===== config.mk =====
export PLATFORM = sky130hd
export DESIGN_NAME = vpt_vc3_trail_termination
export DESIGN_NICKNAME = d
export VERILOG_FILES = /design/src/rtl/vpt_pkg.sv /design/src/rtl/vpt_vc3_trail_termination.sv
export SDC_FILE = /design/constraint.sdc
export NUM_CORES = 1
export LEC_CHECK = 0
export ABC_AREA = 0
export BUFFER_PORTS_ARGS = -buffer_cell sky130_fd_sc_hd__buf_2
export CAP_MARGIN = 25
export CORE_ASPECT_RATIO = 1.25
export CORE_MARGIN = 4
export CORE_UTILIZATION = 50
export CTS_CLUSTER_DIAMETER = 200
export CTS_CLUSTER_SIZE = 24
export DETAILED_ROUTE_END_ITERATION = 12
export HOLD_SLACK_MARGIN = 0.12
export PLACE_DENSITY_LB_ADDON = 0.25
export SKIP_CTS_REPAIR_TIMING = 1
export SLEW_MARGIN = 25
export SYNTH_ARGS = -nofsm -noshare
export SYNTH_HDL_FRONTEND = slang
export SYNTH_SLANG_ARGS = --single-unit

===== constraint.sdc =====
create_clock -name clk_i -period 4.9 [get_ports clk_i]
set_clock_uncertainty 0.05 [all_clocks]
set_input_delay 0.49 -clock clk_i [delete_from_list [all_inputs] [get_ports clk_i]]
set_output_delay 0.49 -clock clk_i [all_outputs]
set_load 0.005 [all_outputs]

===== src/rtl/vpt_pkg.sv =====
package vpt_pkg;
    // Frame geometry
    localparam int          VPT_ROWS     = 9;
    localparam int          VPT_COLS     = 85;
    // Overhead rows in column zero
    localparam logic [3:0]  ROW_TRACE    = 4'h0;
    localparam logic [3:0]  ROW_PARITY   = 4'h1;
    localparam logic [3:0]  ROW_LABEL    = 4'h2;
    localparam logic [3:0]  ROW_STATUS   = 4'h3;
    // Path status byte layout (first transmitted bit is bit 7)
    localparam int          G1_REI_HI    = 7;
    localparam int          G1_REI_LO    = 4;
    localparam int          G1_RDI_BIT   = 3;
    localparam logic [3:0]  REI_MAX      = 4'h8;
    localparam logic [7:0]  LABEL_UNEQ   = 8'h00;
    // Register byte offsets
    localparam logic [7:0]  OFF_CTRL     = 8'h00;
    localparam logic [7:0]  OFF_TX_TRACE = 8'h04;
    localparam logic [7:0]  OFF_EX_TRACE = 8'h08;
    localparam logic [7:0]  OFF_STATUS   = 8'h0C;
    localparam logic [7:0]  OFF_NEAR_PM  = 8'h10;
    localparam logic [7:0]  OFF_FAR_PM   = 8'h14;
    // Control fields and reset values
    localparam int          CTRL_MON_BIT = 0;
    localparam int          CTRL_UNI_BIT = 1;
    localparam logic [1:0]  CTRL_RESET   = 2'h0;
    localparam logic [7:0]  TRACE_RESET  = 8'h00;
    // Flag position in the monitoring report words
    localparam int          PM_DS_BIT    = 31;
endpackage : vpt_pkg


===== src/rtl/vpt_vc3_trail_termination.sv =====
`timescale 1ns/1ns
module vpt_vc3_trail_termination
    import vpt_pkg::*;
#(
    parameter int CNT_W = 16
) (
    input  wire logic              clk_i,
    input  wire logic              resetn_i,
    input  wire logic              psel_i,
    input  wire logic              penable_i,
    input  wire logic              pwrite_i,
    input  wire logic [7:0]        paddr_i,
    input  wire logic [31:0]       pwdata_i,
    output logic      [31:0]       prdata_o,
    output logic                   pready_o,
    output logic                   pslverr_o,
    input  wire logic              tx_valid_i,
    input  wire logic              tx_sof_i,
    input  wire logic [7:0]        tx_data_i,
    output logic                   tx_valid_o,
    output logic                   tx_sof_o,
    output logic      [7:0]        tx_data_o,
    input  wire logic              rx_valid_i,
    input  wire logic              rx_sof_i,
    input  wire logic [7:0]        rx_data_i,
    input  wire logic              second_i,
    output logic                   tim_o,
    output logic                   uneq_o,
    output logic                   report_o
);
    if (CNT_W < 13 || CNT_W > 31) begin : g_chk
        $error("CNT_W must lie in 13..31");
    end

    function automatic logic [10:0] advance(input logic [10:0] pos);
        // Position packs row in [10:7] and column in [6:0]
        if (pos[6:0] == 7'(VPT_COLS - 1) && pos[10:7] == 4'(VPT_ROWS - 1)) begin
            // Wrap after the last byte so that a complete frame lands on zero
            advance = 11'h000;
        end else if (pos[6:0] == 7'(VPT_COLS - 1)) begin
            advance = {pos[10:7] + 4'h1, 7'h00};
        end else begin
            advance = {pos[10:7], pos[6:0] + 7'h01};
        end
    endfunction : advance

    function automatic logic is_oh(input logic [10:0] pos, input logic [3:0] row);
        is_oh = (pos[6:0] == 7'h00) && (pos[10:7] == row);
    endfunction : is_oh

    // Configuration
    logic              ctrl_mon;
    logic              ctrl_uni;
    logic [7:0]        tx_trace;
    logic [7:0]        ex_trace;
    // Source state
    logic [10:0]       tx_next;
    logic [10:0]       tx_pos;
    logic [7:0]        tx_byte;
    logic [7:0]        tx_bip_acc;
    logic [7:0]        tx_bip_prev;
    // Sink state
    logic [10:0]       rx_next;
    logic [10:0]       rx_pos;
    logic [7:0]        rx_bip_acc;
    logic [7:0]        rx_bip_prev;
    logic              rx_prev_ok;
    logic              rx_seen;
    logic [7:0]        rx_diff;
    logic [3:0]        rx_errs;
    logic [3:0]        rei_send;
    logic              tim_raw;
    logic              uneq_raw;
    logic              rdi_rx;
    logic              near_err_ev;
    logic              far_err_ev;
    // One-second monitoring
    logic [CNT_W-1:0]  near_cnt;
    logic [CNT_W-1:0]  far_cnt;
    logic              near_ds;
    logic              far_ds;
    logic [CNT_W-1:0]  near_rep;
    logic [CNT_W-1:0]  far_rep;
    logic              near_ds_rep;
    logic              far_ds_rep;
    // Bus
    logic              apb_write;
    logic              apb_first;
    logic [31:0]       next_rdata;
    logic              next_err;

    // Source: frame position of the current byte
    assign tx_pos = tx_sof_i ? 11'h000 : tx_next;

    always_ff @(posedge clk_i or negedge resetn_i) begin
        if (!resetn_i) begin
            tx_next <= 11'h000;
        end else if (tx_valid_i) begin
            tx_next <= advance(tx_pos);
        end
    end

    always_comb begin
        tx_byte = tx_data_i;
        if (is_oh(tx_pos, ROW_TRACE)) begin
            tx_byte = tx_trace;
        end else if (is_oh(tx_pos, ROW_PARITY)) begin
            tx_byte = tx_bip_prev;
        end else if (is_oh(tx_pos, ROW_STATUS)) begin
            if (ctrl_uni) begin
                tx_byte = 8'h00;
            end else begin
                tx_byte = {rei_send, tim_raw | uneq_raw, 3'h0};
            end
        end
    end

    always_ff @(posedge clk_i or negedge resetn_i) begin
        if (!resetn_i) begin
            tx_bip_acc  <= 8'h00;
            tx_bip_prev <= 8'h00;
        end else if (tx_valid_i) begin
            if (tx_sof_i) begin
                tx_bip_prev <= tx_bip_acc;
                tx_bip_acc  <= tx_byte;
            end else begin
                tx_bip_acc  <= tx_bip_acc ^ tx_byte;
            end
        end
    end

    always_ff @(posedge clk_i or negedge resetn_i) begin
        if (!resetn_i) begin
            tx_valid_o <= 1'b0;
            tx_sof_o   <= 1'b0;
            tx_data_o  <= 8'h00;
        end else begin
            tx_valid_o <= tx_valid_i;
            tx_sof_o   <= tx_valid_i & tx_sof_i;
            tx_data_o  <= tx_valid_i ? tx_byte : 8'h00;
        end
    end

    // Sink: position and parity
    assign rx_pos  = rx_sof_i ? 11'h000 : rx_next;
    assign rx_diff = rx_bip_prev ^ rx_data_i;

    always_comb begin
        rx_errs = 4'h0;
        for (int i = 0; i < 8; i++) begin
            rx_errs = rx_errs + {3'h0, rx_diff[i]};
        end
    end

    assign near_err_ev = rx_valid_i && rx_prev_ok && is_oh(rx_pos, ROW_PARITY)
                         && (rx_diff != 8'h00);
    assign far_err_ev  = rx_valid_i && !ctrl_uni && is_oh(rx_pos, ROW_STATUS)
                         && (rx_data_i[G1_REI_HI:G1_REI_LO] != 4'h0)
                         && (rx_data_i[G1_REI_HI:G1_REI_LO] <= REI_MAX);

    always_ff @(posedge clk_i or negedge resetn_i) begin
        if (!resetn_i) begin
            rx_next     <= 11'h000;
            rx_bip_acc  <= 8'h00;
            rx_bip_prev <= 8'h00;
            rx_prev_ok  <= 1'b0;
            rx_seen     <= 1'b0;
        end else if (rx_valid_i) begin
            rx_next <= advance(rx_pos);
            if (rx_sof_i) begin
                // No parity check on the first frame after reset: nothing precedes it
                rx_bip_prev <= rx_bip_acc;
                rx_bip_acc  <= rx_data_i;
                rx_prev_ok  <= rx_seen && (rx_next == 11'h000);
                rx_seen     <= 1'b1;
            end else begin
                rx_bip_acc  <= rx_bip_acc ^ rx_data_i;
            end
        end
    end

    // Sink: overhead evaluation; rows beyond the status byte are ignored
    always_ff @(posedge clk_i or negedge resetn_i) begin
        if (!resetn_i) begin
            rei_send <= 4'h0;
            tim_raw  <= 1'b0;
            uneq_raw <= 1'b0;
            rdi_rx   <= 1'b0;
        end else begin
            if (ctrl_uni) begin
                rdi_rx <= 1'b0;
            end
            if (rx_valid_i) begin
                if (is_oh(rx_pos, ROW_TRACE)) begin
                    tim_raw <= rx_data_i != ex_trace;
                end
                if (is_oh(rx_pos, ROW_PARITY) && rx_prev_ok) begin
                    rei_send <= rx_errs;
                end
                if (is_oh(rx_pos, ROW_LABEL)) begin
                    uneq_raw <= rx_data_i == LABEL_UNEQ;
                end
                if (is_oh(rx_pos, ROW_STATUS) && !ctrl_uni) begin
                    rdi_rx <= rx_data_i[G1_RDI_BIT];
                end
            end
        end
    end

    always_ff @(posedge clk_i or negedge resetn_i) begin
        if (!resetn_i) begin
            tim_o  <= 1'b0;
            uneq_o <= 1'b0;
        end else begin
            tim_o  <= ctrl_mon & tim_raw;
            uneq_o <= ctrl_mon & uneq_raw;
        end
    end

    // One-second filters; an event in the closing cycle opens the new interval
    always_ff @(posedge clk_i or negedge resetn_i) begin
        if (!resetn_i) begin
            near_cnt <= '0;
            far_cnt  <= '0;
            near_ds  <= 1'b0;
            far_ds   <= 1'b0;
        end else if (second_i) begin
            near_cnt <= CNT_W'(near_err_ev);
            far_cnt  <= CNT_W'(far_err_ev);
            near_ds  <= tim_raw | uneq_raw;
            far_ds   <= rdi_rx & !ctrl_uni;
        end else begin
            near_cnt <= near_cnt + CNT_W'(near_err_ev);
            far_cnt  <= far_cnt + CNT_W'(far_err_ev);
            near_ds  <= near_ds | tim_raw | uneq_raw;
            far_ds   <= far_ds | (rdi_rx & !ctrl_uni);
        end
    end

    always_ff @(posedge clk_i or negedge resetn_i) begin
        if (!resetn_i) begin
            near_rep    <= '0;
            far_rep     <= '0;
            near_ds_rep <= 1'b0;
            far_ds_rep  <= 1'b0;
            report_o    <= 1'b0;
        end else begin
            report_o <= second_i & ctrl_mon;
            if (second_i && ctrl_mon) begin
                near_rep    <= near_cnt;
                far_rep     <= far_cnt;
                near_ds_rep <= near_ds;
                far_ds_rep  <= far_ds;
            end
        end
    end

    // APB slave: one wait state, write and read both complete on pready
    assign apb_first = psel_i & penable_i & ~pready_o;
    assign apb_write = psel_i & penable_i & pready_o & pwrite_i & ~pslverr_o;

    always_comb begin
        next_rdata = 32'h0000_0000;
        next_err   = 1'b0;
        case (paddr_i)
            OFF_CTRL:     next_rdata = {30'h0, ctrl_uni, ctrl_mon};
            OFF_TX_TRACE: next_rdata = {24'h0, tx_trace};
            OFF_EX_TRACE: next_rdata = {24'h0, ex_trace};
            OFF_STATUS:   next_rdata = {29'h0, rdi_rx, uneq_o, tim_o};
            OFF_NEAR_PM:  next_rdata = 32'(near_rep) | (32'(near_ds_rep) << PM_DS_BIT);
            OFF_FAR_PM:   next_rdata = 32'(far_rep) | (32'(far_ds_rep) << PM_DS_BIT);
            default:      next_err   = 1'b1;
        endcase
    end

    always_ff @(posedge clk_i or negedge resetn_i) begin
        if (!resetn_i) begin
            pready_o  <= 1'b0;
            pslverr_o <= 1'b0;
            prdata_o  <= 32'h0000_0000;
        end else begin
            pready_o  <= apb_first;
            pslverr_o <= apb_first & next_err;
            if (apb_first && !pwrite_i) begin
                prdata_o <= next_rdata;
            end
        end
    end

    always_ff @(posedge clk_i or negedge resetn_i) begin
        if (!resetn_i) begin
            ctrl_mon <= CTRL_RESET[CTRL_MON_BIT];
            ctrl_uni <= CTRL_RESET[CTRL_UNI_BIT];
            tx_trace <= TRACE_RESET;
            ex_trace <= TRACE_RESET;
        end else if (apb_write) begin
            case (paddr_i)
                OFF_CTRL: begin
                    ctrl_mon <= pwdata_i[CTRL_MON_BIT];
                    ctrl_uni <= pwdata_i[CTRL_UNI_BIT];
                end
                OFF_TX_TRACE: tx_trace <= pwdata_i[7:0];
                OFF_EX_TRACE: ex_trace <= pwdata_i[7:0];
                default: ;
            endcase
        end
    end

    a_trace_insert: assert property (@(posedge clk_i) disable iff (!resetn_i)
        tx_valid_i && tx_sof_i |=> tx_data_o == $past(tx_trace))
        else $error("trace byte not inserted");
    a_parity_insert: assert property (@(posedge clk_i) disable iff (!resetn_i)
        tx_valid_i && is_oh(tx_pos, ROW_PARITY) |=> tx_data_o == $past(tx_bip_prev))
        else $error("parity byte not inserted");
    a_status_uni: assert property (@(posedge clk_i) disable iff (!resetn_i)
        tx_valid_i && ctrl_uni && is_oh(tx_pos, ROW_STATUS) |=> tx_data_o == 8'h00)
        else $error("status byte not zero");
    a_status_rdi: assert property (@(posedge clk_i) disable iff (!resetn_i)
        tx_valid_i && !ctrl_uni && is_oh(tx_pos, ROW_STATUS)
        |=> tx_data_o[G1_RDI_BIT] == $past(tim_raw | uneq_raw))
        else $error("remote defect bit wrong");
    a_defect_gate: assert property (@(posedge clk_i) disable iff (!resetn_i)
        !ctrl_mon ##1 !ctrl_mon |-> !tim_o && !uneq_o)
        else $error("defect reported while unmonitored");
    a_uneq_detect: assert property (@(posedge clk_i) disable iff (!resetn_i)
        rx_valid_i && is_oh(rx_pos, ROW_LABEL) && rx_data_i == LABEL_UNEQ
        ##1 ctrl_mon |=> uneq_o)
        else $error("unequipped label missed");
    a_report_gate: assert property (@(posedge clk_i) disable iff (!resetn_i)
        second_i && !ctrl_mon |=> !report_o && $stable(near_rep))
        else $error("report while unmonitored");
    a_far_uni: assert property (@(posedge clk_i) disable iff (!resetn_i)
        ctrl_uni |-> !far_err_ev ##1 (second_i || !$rose(far_ds)))
        else $error("far-end processing in unidirectional mode");
    a_near_restart: assert property (@(posedge clk_i) disable iff (!resetn_i)
        second_i |=> near_cnt == CNT_W'($past(near_err_ev)))
        else $error("near count not restarted");
endmodule : vpt_vc3_trail_termination


==> impl_metrics.ini, run 1 <==
[outcome]
status = finished clean

[synth]
syn_area_per_cell_um2 = 10.8
ys_types = 63
synth_area_leaders = dfrtp_1, mux2_2, xor2_1
syn_area_um2 = 9040
synthArstFlopShare = 1.00
synth_edf_count = 0
synth.ff_latch_count = 181
yosysSeqAreaShare = 0.501
synthFlopType = dfrtp_1
ys.warnings.count = 0
netlist.area_leader.share = 0.501
synthCells = 841
synth_area_leader_cell = dfrtp_1

[routing]
via_count = 6322
first_pass_iters = 5
wl_per_cell_um = 16.6
ant_nets = 0
drc = 0
first_iter_violations = 414
vias_per_cell = 5.56
wirelength_um = 18900

[grt]
gr-total-overflow = 0
grt_pass1_vias = 6318
antenna_found_initial = 2
grt.total_usage = 0.198
grt_max_degree = 95
grt_pass1_wl_um = 32200

[clocking]
htree_levels = 4
root_buffer = clkbuf_16
cts.sinks = 181
cts-buffers-inserted = 17
clk_path_buf_depth = 2
cts_tree = done
path_clk_slew_ns = 0.06
clk_latency_ns = 0.42

[cells_and_area]
design_area_um2 = 10100
drive_gt1_frac = 0.215
syn2layout_area_growth_pct = 11.5
final_cell_mix = dfrtp_1, mux2_2, buf_2, nand2_1, nor2_1
nNetsFinal = 989
final_common_cell = dfrtp_1

[power_and_ir_drop]
power_density_nw_per_um2 = 346
ir_drop_mv = 0.252
p_leak_uw = 0.00483

[setup_path]
crit_family = simple AND/OR/NAND/NOR gates
crit_fanout = 7
cp_cell_sequence = nor4_1 -> a21oi_1 -> nor3_2 -> a21boi_0 -> ha_1 -> nand2_1 -> nor4_1 -> nand3_1 -> xor2_1 -> nor2_1
crit_top_cell = nor4_1
required_ns = 5.13
critPathBufInv = 0
crit_path_start_kind = flip-flop
crit_slowest_cell = nor4_1
cp_slowest_stage_delay_ns = 0.55
crit_type = flip-flop to flip-flop
cp-end-kind = flip-flop
cp_data_arrival_time_ns = 3.87

[timing]
setup_tns_ns = 0
finalSetupViolations = 0
worst_pin_slew_ns = 0.933
grt_setup_unrepaired = false
hold_viol = 0
max-slew-margin-rel = 0.378
drv_slew = 0
fmax_ghz = 0.274
period_share = 0.744
period_minus_slack_ns = 3.64

[die]
rows = 54
pin_count = 113
die_area_um2 = 20300
dieWidth_um = 128
die_h_um = 158
initial_core_util = 0.513
coreArea_um2 = 17600

[placed_design]
placed_cell_area_um2 = 9530
io_buffers = 73
gp_congestion = 0.818
dpl.hpwl_um = 13300

[run]
cap_viol_max_count = 0

[min_path]
hold_class = input port to flip-flop
## report_power, final
part           leakage, uW  internal [uW]  switching [uW]  total (uW)
clock network     0.000255            664             573        1240
logic              0.00216            257             303         560
registers          0.00242           1610            82.5        1690
## cells by family after synthesis
family / synth area share
adders and majority gates: 0.0352
buffers and inverters: 0.0454
muxes: 0.116
xor gates and xnor gates: 0.0494
and+or+nand+nor: 0.146
DFF: 0.501
other: 0.000415
AOI/OAI and AO/OA: 0.107
## metal layers
metal,up-vias,global-route usage,part of all wire
met1,3111,0.263,0.45
met2,125,0.324,0.49
met5,-,0,0.0011
met4,4,0.0622,0.019
li1,3060,-,-
met3,22,0.0440,0.045
## state kept, by name (all words and copies together), names as in the netlist, 4 cells and up
register     cells
ex_trace         8
far_cnt         16
far_rep         16
near_cnt        16
near_rep        16
prdata_o        17
rei_send         4
rx_bip_acc       8
rx_bip_prev      8
rx_next         11
tx_bip_acc       8
tx_bip_prev      8
tx_data_o        8
tx_next         11
tx_trace         8
## worst register-to-register path, cell delays in order (launching register included)
cell	delay, ns
dfrtp_1	0.46
nor4_1	0.42
a21oi_1	0.23
nor3_2	0.44
a21boi_0	0.51
ha_1	0.30
nand2_1	0.11
nor4_1	0.56
nand3_1	0.20
xor2_1	0.17
nor2_1	0.05
## worst paths after layout
path / to / cells past startpoint / slack, ns / from
max in group asynchronous: far_cnt[1] / 3 / 3.19 / resetn_i
hold reg to reg: rx_seen / 1 / 0.42 / rx_seen
setup reg to reg: near_cnt[15] / 10 / 1.26 / rx_next[3]
setup / recovery: near_cnt[15] / 10 / 1.26 / rx_next[3]
hold / removal: tx_trace[4] / 2 / 0.27 / pwdata_i[4]
min in group asynchronous: tx_next[2] / 2 / 0.62 / resetn_i
## synthesized netlist by cell type, types with 5 or more instances
cell type	n
buf_4	15
mux2_2	76
ha_1	19
nand3_1	22
a311oi_1	8
nor2_1	54
a21boi_0	7
and2_1	6
nor3_1	16
xnor2_1	19
nand2_1	66
o21ai_0	43
clkbuf_1	34
nand4_1	11
or3_1	6
o22ai_1	10
nand3b_1	5
nor2b_1	16
o31ai_1	8
a22oi_1	15
dfrtp_1	181
nand2b_1	17
xor2_1	32
mux2i_1	17
and3_1	8
a21oi_1	18
a211oi_1	5
nor4_1	9
inv_1	40
## layout make-up
type | instances | area (um2)
clock buffer | 21 | 450
multi-input combinational | 582 | 4170
timing repair buffer | 78 | 422
fill | 1488 | 7550
tap | 224 | 280
antenna | 1 | 2.50
clock inverter | 11 | 80.1
sequential | 181 | 4530
inverter | 40 | 150
## per-stage QoR
step,hold WS (ns),std cells,utilization,setup WS [ns],total power [uW]
2_1_floorplan,0.144,855,-,1.38,2120
3_3_place_gp,0.404,1103,0.540,0.990,2260
3_5_place_dp,0.400,1103,0.540,0.948,2280
4_1_cts,0.102,1135,0.570,1.14,3520
5_1_grt,0.258,1137,0.572,0.909,3700
6_report,0.272,1138,0.572,1.26,3490
No activity file was read; power rests on OpenSTA's default activity.
==> run 2: changes to the inputs <==
clock period = 3.25 ns   (was 4.9 ns; I/O delays follow)
==> run 2 against run 1 <==
  * Critical path depth is 1 higher
  * Cell count increased by 2.6%
  * Utilization increased by 1.8 points
  * The run now ends with setup timing left
  * Global-route usage grew 0.39 points
  * Hold slack got worse by 0.14 ns
  * Clock power increased by 62%
  * Combinational power up 59%
  * Maximum frequency grew 11%
==> impl_metrics.ini, run 2 (synthesis results as in run 1) <==
[power_and_ir_drop]
ir_drop_mv = 0.406
power_density_nw_per_um2 = 524
p_leak_uw = 0.00502

[cells_and_area]
fill_cells = 1486
top_register = prdata_o
nNetsFinal = 1022
final_cell_mix = dfrtp_1, mux2_2, buf_2, nand2_1, nor2_1
insertedDiodeCount = 0
syn2layout_area_growth_pct = 15.1
largest_reg_flops = 17
postLayoutCoreUtil = 0.590
final_common_cell = dfrtp_1
drive_gt1_frac = 0.238

[die]
die_h_um = 158
coreArea_um2 = 17600
rows = 54
pin_count = 113
die_area_um2 = 20300
initial_core_util = 0.513
dieWidth_um = 128

[clocking]
clk_path_buf_depth = 2
cts-buffers-inserted = 17
root_buffer = clkbuf_16
cts.sinks = 181
clk_latency_ns = 0.43
htree_levels = 4
cts_tree = done
path_clk_slew_ns = 0.07

[timing]
max-slew-margin-rel = 0.440
hold_viol = 0
worst_pin_slew_ns = 0.840
holdWs_ns = 0.134
setup_ws_ns = -0.0438
fmax_ghz = 0.304
finalSetupViolations = 1
period_share = 1.01
grt_setup_unrepaired = true
period_minus_slack_ns = 3.29
drv_slew = 0

[routing]
first_iter_violations = 376
drc = 0
wl_per_cell_um = 16.7
ant_nets = 0
vias_per_cell = 5.52
via_count = 6450
wirelength_um = 19500
first_pass_iters = 5

[setup_path]
rr_worst_depth = 11
cp-end-kind = flip-flop
cp_data_arrival_time_ns = 3.56
crit_path_start_kind = flip-flop
crit_fanout = 2
crit_type = flip-flop to flip-flop
required_ns = 3.51

[grt]
antenna_found_initial = 1
use_met1 = 0.258
grt_max_degree = 71
grt_pass1_wl_um = 32400
gr-total-overflow = 0
use_met3 = 0.0463
grt.total_usage = 0.202
grt_pass1_vias = 6377
busiest_layer = met2
met2_usage = 0.332

[outcome]
failed_checks = setup timing
status = complete, but fails checks

[min_path]
hold_class = input port to flip-flop
hold_depth = 2

[placed_design]
gp_congestion = 0.824
io_buffers = 73
dpl.hpwl_um = 14000

[run]
cap_viol_max_count = 0
## run 2: changes by cell type in the layout (fill, tap and decap cells not counted), sizes merged
cell,previous run,this run
diode,1,0
inv,41,42
bufinv,0,2
buf,77,102
clkinv,7,4
clkbuf,21,19
dlygate4sd3,1,9
## run 2: layout make-up
cell class	instances	area, um2	area share
Multi-Input combinational cell	582	4180	0.402
Sequential cell	181	4530	0.435
Clock inverter	11	128	0.0123
Inverter	40	150	0.0144
Clock buffer	19	443	0.0426
Tap cell	224	280	0.0269
Timing Repair Buffer	111	692	0.0665
## run 2: metal layers
metal	routed length, um	part of all wire
met1	8450	0.43
met2	9530	0.49
met3	947	0.049
met4	564	0.029
met5	13	0.00067
## run 2: path summary, 6_finish.rpt
| kind | startpoint | endpoint | slack, ns |
|---|---|---|---|
| worst max-delay path | rx_bip_prev[3] | rei_send[2] | -0.04 |
| max in group asynchronous | resetn_i | tx_trace[0] | 1.93 |
| min in group asynchronous | resetn_i | tx_data_o[5] | 0.43 |
| worst max register to register | rx_bip_prev[3] | rei_send[2] | -0.04 |
| worst min register to register | prdata_o[15] | prdata_o[15] | 0.42 |
| worst min-delay path | rx_data_i[2] | rx_bip_acc[2] | 0.13 |
## run 2: worst max-delay path, cell delays in order, from the launching register on
cell and delay, ns:
dfrtp_1 0.40, xor2_2 0.17, fa_1 0.53, inv_1 0.05
fa_1 0.47, inv_1 0.05, fa_1 0.48, ha_2 0.18
inv_2 0.04, fa_2 0.34, xnor2_1 0.13, mux2_2 0.27
## run 2: per-stage QoR
| stage | cells | cell area, um2 | setup WS (ns) | TNS, ns | total power (uW) |
|---|---|---|---|---|---|
| 2_1_floorplan | 855 | 9110 | 0.0520 | 0 | 3210 |
| 3_3_place_gp | 1129 | 9730 | -0.0881 | -0.0881 | 3440 |
| 3_5_place_dp | 1129 | 9730 | -0.129 | -0.129 | 3470 |
| 4_1_cts | 1159 | 10300 | -0.0595 | -0.0595 | 5490 |
| 5_1_grt | 1168 | 10400 | -0.156 | -0.156 | 5760 |
| 6_report | 1168 | 10400 | -0.0438 | -0.0438 | 5450 |
## run 2: power breakdown
part | internal, uW | switching, uW | leakage, uW | total [uW]
clock network | 1150 | 860 | 0.000272 | 2010
logic | 424 | 468 | 0.00232 | 892
registers | 2430 | 125 | 0.00242 | 2550
total | 4000 | 1450 | 0.00502 | 5450
==> run 3: changes to the inputs <==
CORE_ASPECT_RATIO = 0.5   (was 1.25)
==> run 3 against run 2 <==
  * The run still ends with setup timing left
  * Maximum frequency rose by 0.35%
  * Cell count is 1.0% higher
  * First-iteration DRC count is 2.9% lower
  * Utilization grew 0.78 points
  * Global-route usage down 0.73 points
  * Sequential power is essentially flat
  * Sequential share of layout area down 0.41 points
  * Die area increased by 0.57%
  * Clock power up 11%
  * Clock-buffer cell count increased by 3
  * Critical endpoint unchanged
  * Largest cell class unchanged
==> impl_metrics.ini, run 3 (synthesis results as in run 1) <==
[setup_path]
cp_data_arrival_time_ns = 3.53
crit_type = flip-flop to flip-flop
rr_worst_depth = 11
crit_fanout = 2
cp-end-kind = flip-flop
crit_path_start_kind = flip-flop
required_ns = 3.50

[die]
die_area_um2 = 20400
coreArea_um2 = 17600
die_h_um = 103
rows = 34
initial_core_util = 0.515
pin_count = 113
dieWidth_um = 198

[routing]
wirelength_um = 19600
ant_nets = 0
wl_per_cell_um = 16.6
via_count = 6527
vias_per_cell = 5.53
drc = 0
first_pass_iters = 5
first_iter_violations = 365

[timing]
fmax_ghz = 0.305
setup_ws_ns = -0.0323
drv_slew = 0
worst_pin_slew_ns = 0.803
setup_tns_ns = -0.0323
max-slew-margin-rel = 0.460
finalSetupViolations = 1
hold_viol = 0
period_minus_slack_ns = 3.28
period_share = 1.01
grt_setup_unrepaired = true

[cells_and_area]
final_cell_mix = dfrtp_1, mux2_2, buf_2, nand2_1, nor2_1
drive_gt1_frac = 0.241
syn2layout_area_growth_pct = 16.1
fill_cells = 1460
largest_reg_flops = 17
top_register = prdata_o
seqCellArea_um2 = 4530
insertedDiodeCount = 0
final_cells = 1180
multi_input_area_um2 = 4190
final_common_cell = dfrtp_1
nNetsFinal = 1022

[clocking]
cts.sinks = 181
path_clk_slew_ns = 0.07
clk_latency_ns = 0.42
htree_levels = 4
cts_tree = done
root_buffer = clkbuf_16
clk_path_buf_depth = 2
cts-buffers-inserted = 17

[outcome]
status = complete, but fails checks
failed_checks = setup timing

[power_and_ir_drop]
p_leak_uw = 0.00505
power_density_nw_per_um2 = 545
p_total_uw = 5730
ir_drop_mv = 0.371

[grt]
gr-total-overflow = 0
antenna_found_initial = 0
grt.total_usage = 0.194
grt_max_degree = 62
grt_pass1_wl_um = 31700
grt_pass1_vias = 6315

[min_path]
hold_depth = 3
hold_class = input port to flip-flop

[placed_design]
pre_cts_slack_ns = -0.127
gp_congestion = 0.802
placed_cells = 1138
dpl.hpwl_um = 13800
io_buffers = 73

[run]
cap_viol_max_count = 0
[run 3: worst max-delay path: stages (launching register included)]
cell and delay [ns]:
dfrtp_1 0.40, xor2_2 0.17, fa_1 0.54, inv_1 0.05
fa_1 0.47, inv_1 0.05, fa_1 0.48, ha_2 0.18
inv_2 0.04, fa_2 0.34, xnor2_1 0.13, mux2_4 0.25
[run 3: final timing paths]
path                           startpoint           end  slack [ns]
setup / recovery           rx_bip_prev[3]   rei_send[2]       -0.03
hold reg to reg                   rx_seen       rx_seen        0.41
max in group asynchronous        resetn_i  tx_data_o[7]        2.08
hold / removal                  penable_i      pready_o        0.14
min in group asynchronous        resetn_i  near_rep[12]        0.32
setup reg to reg           rx_bip_prev[3]   rei_send[2]       -0.03
[run 3: layer usage]
layer  routed length, um  track usage
met4                 238       0.0497
met2                9420        0.319
met5                   0            0
met1                9200        0.265
met3                 708       0.0454
[run 3: area by class of cell]
class                   count  share of cell area
clock inverters            10              0.0161
repair buffers            111              0.0659
multi-input cells         582               0.399
inverters                  40              0.0143
clock buffers              22              0.0452
well taps                 234              0.0279
flip-flops and latches    181               0.431
[run 3: power by group]
part           internal [uW]  switching, uW  leakage, uW
Clock                   1360            882     0.000304
Combinational            449            485      0.00233
Sequential              2430            127      0.00242
[run 3: stage by stage]
step | area, um2 | hold slack, ns | util
CTS | 10400 | -0.249 | 0.591
global placement | 9730 | 0.196 | 0.554
finish | 10500 | 0.144 | 0.598
global route | 10500 | 0.136 | 0.598
detailed placement | 9730 | 0.210 | 0.554
floorplan | 9110 | -0.0206 | -
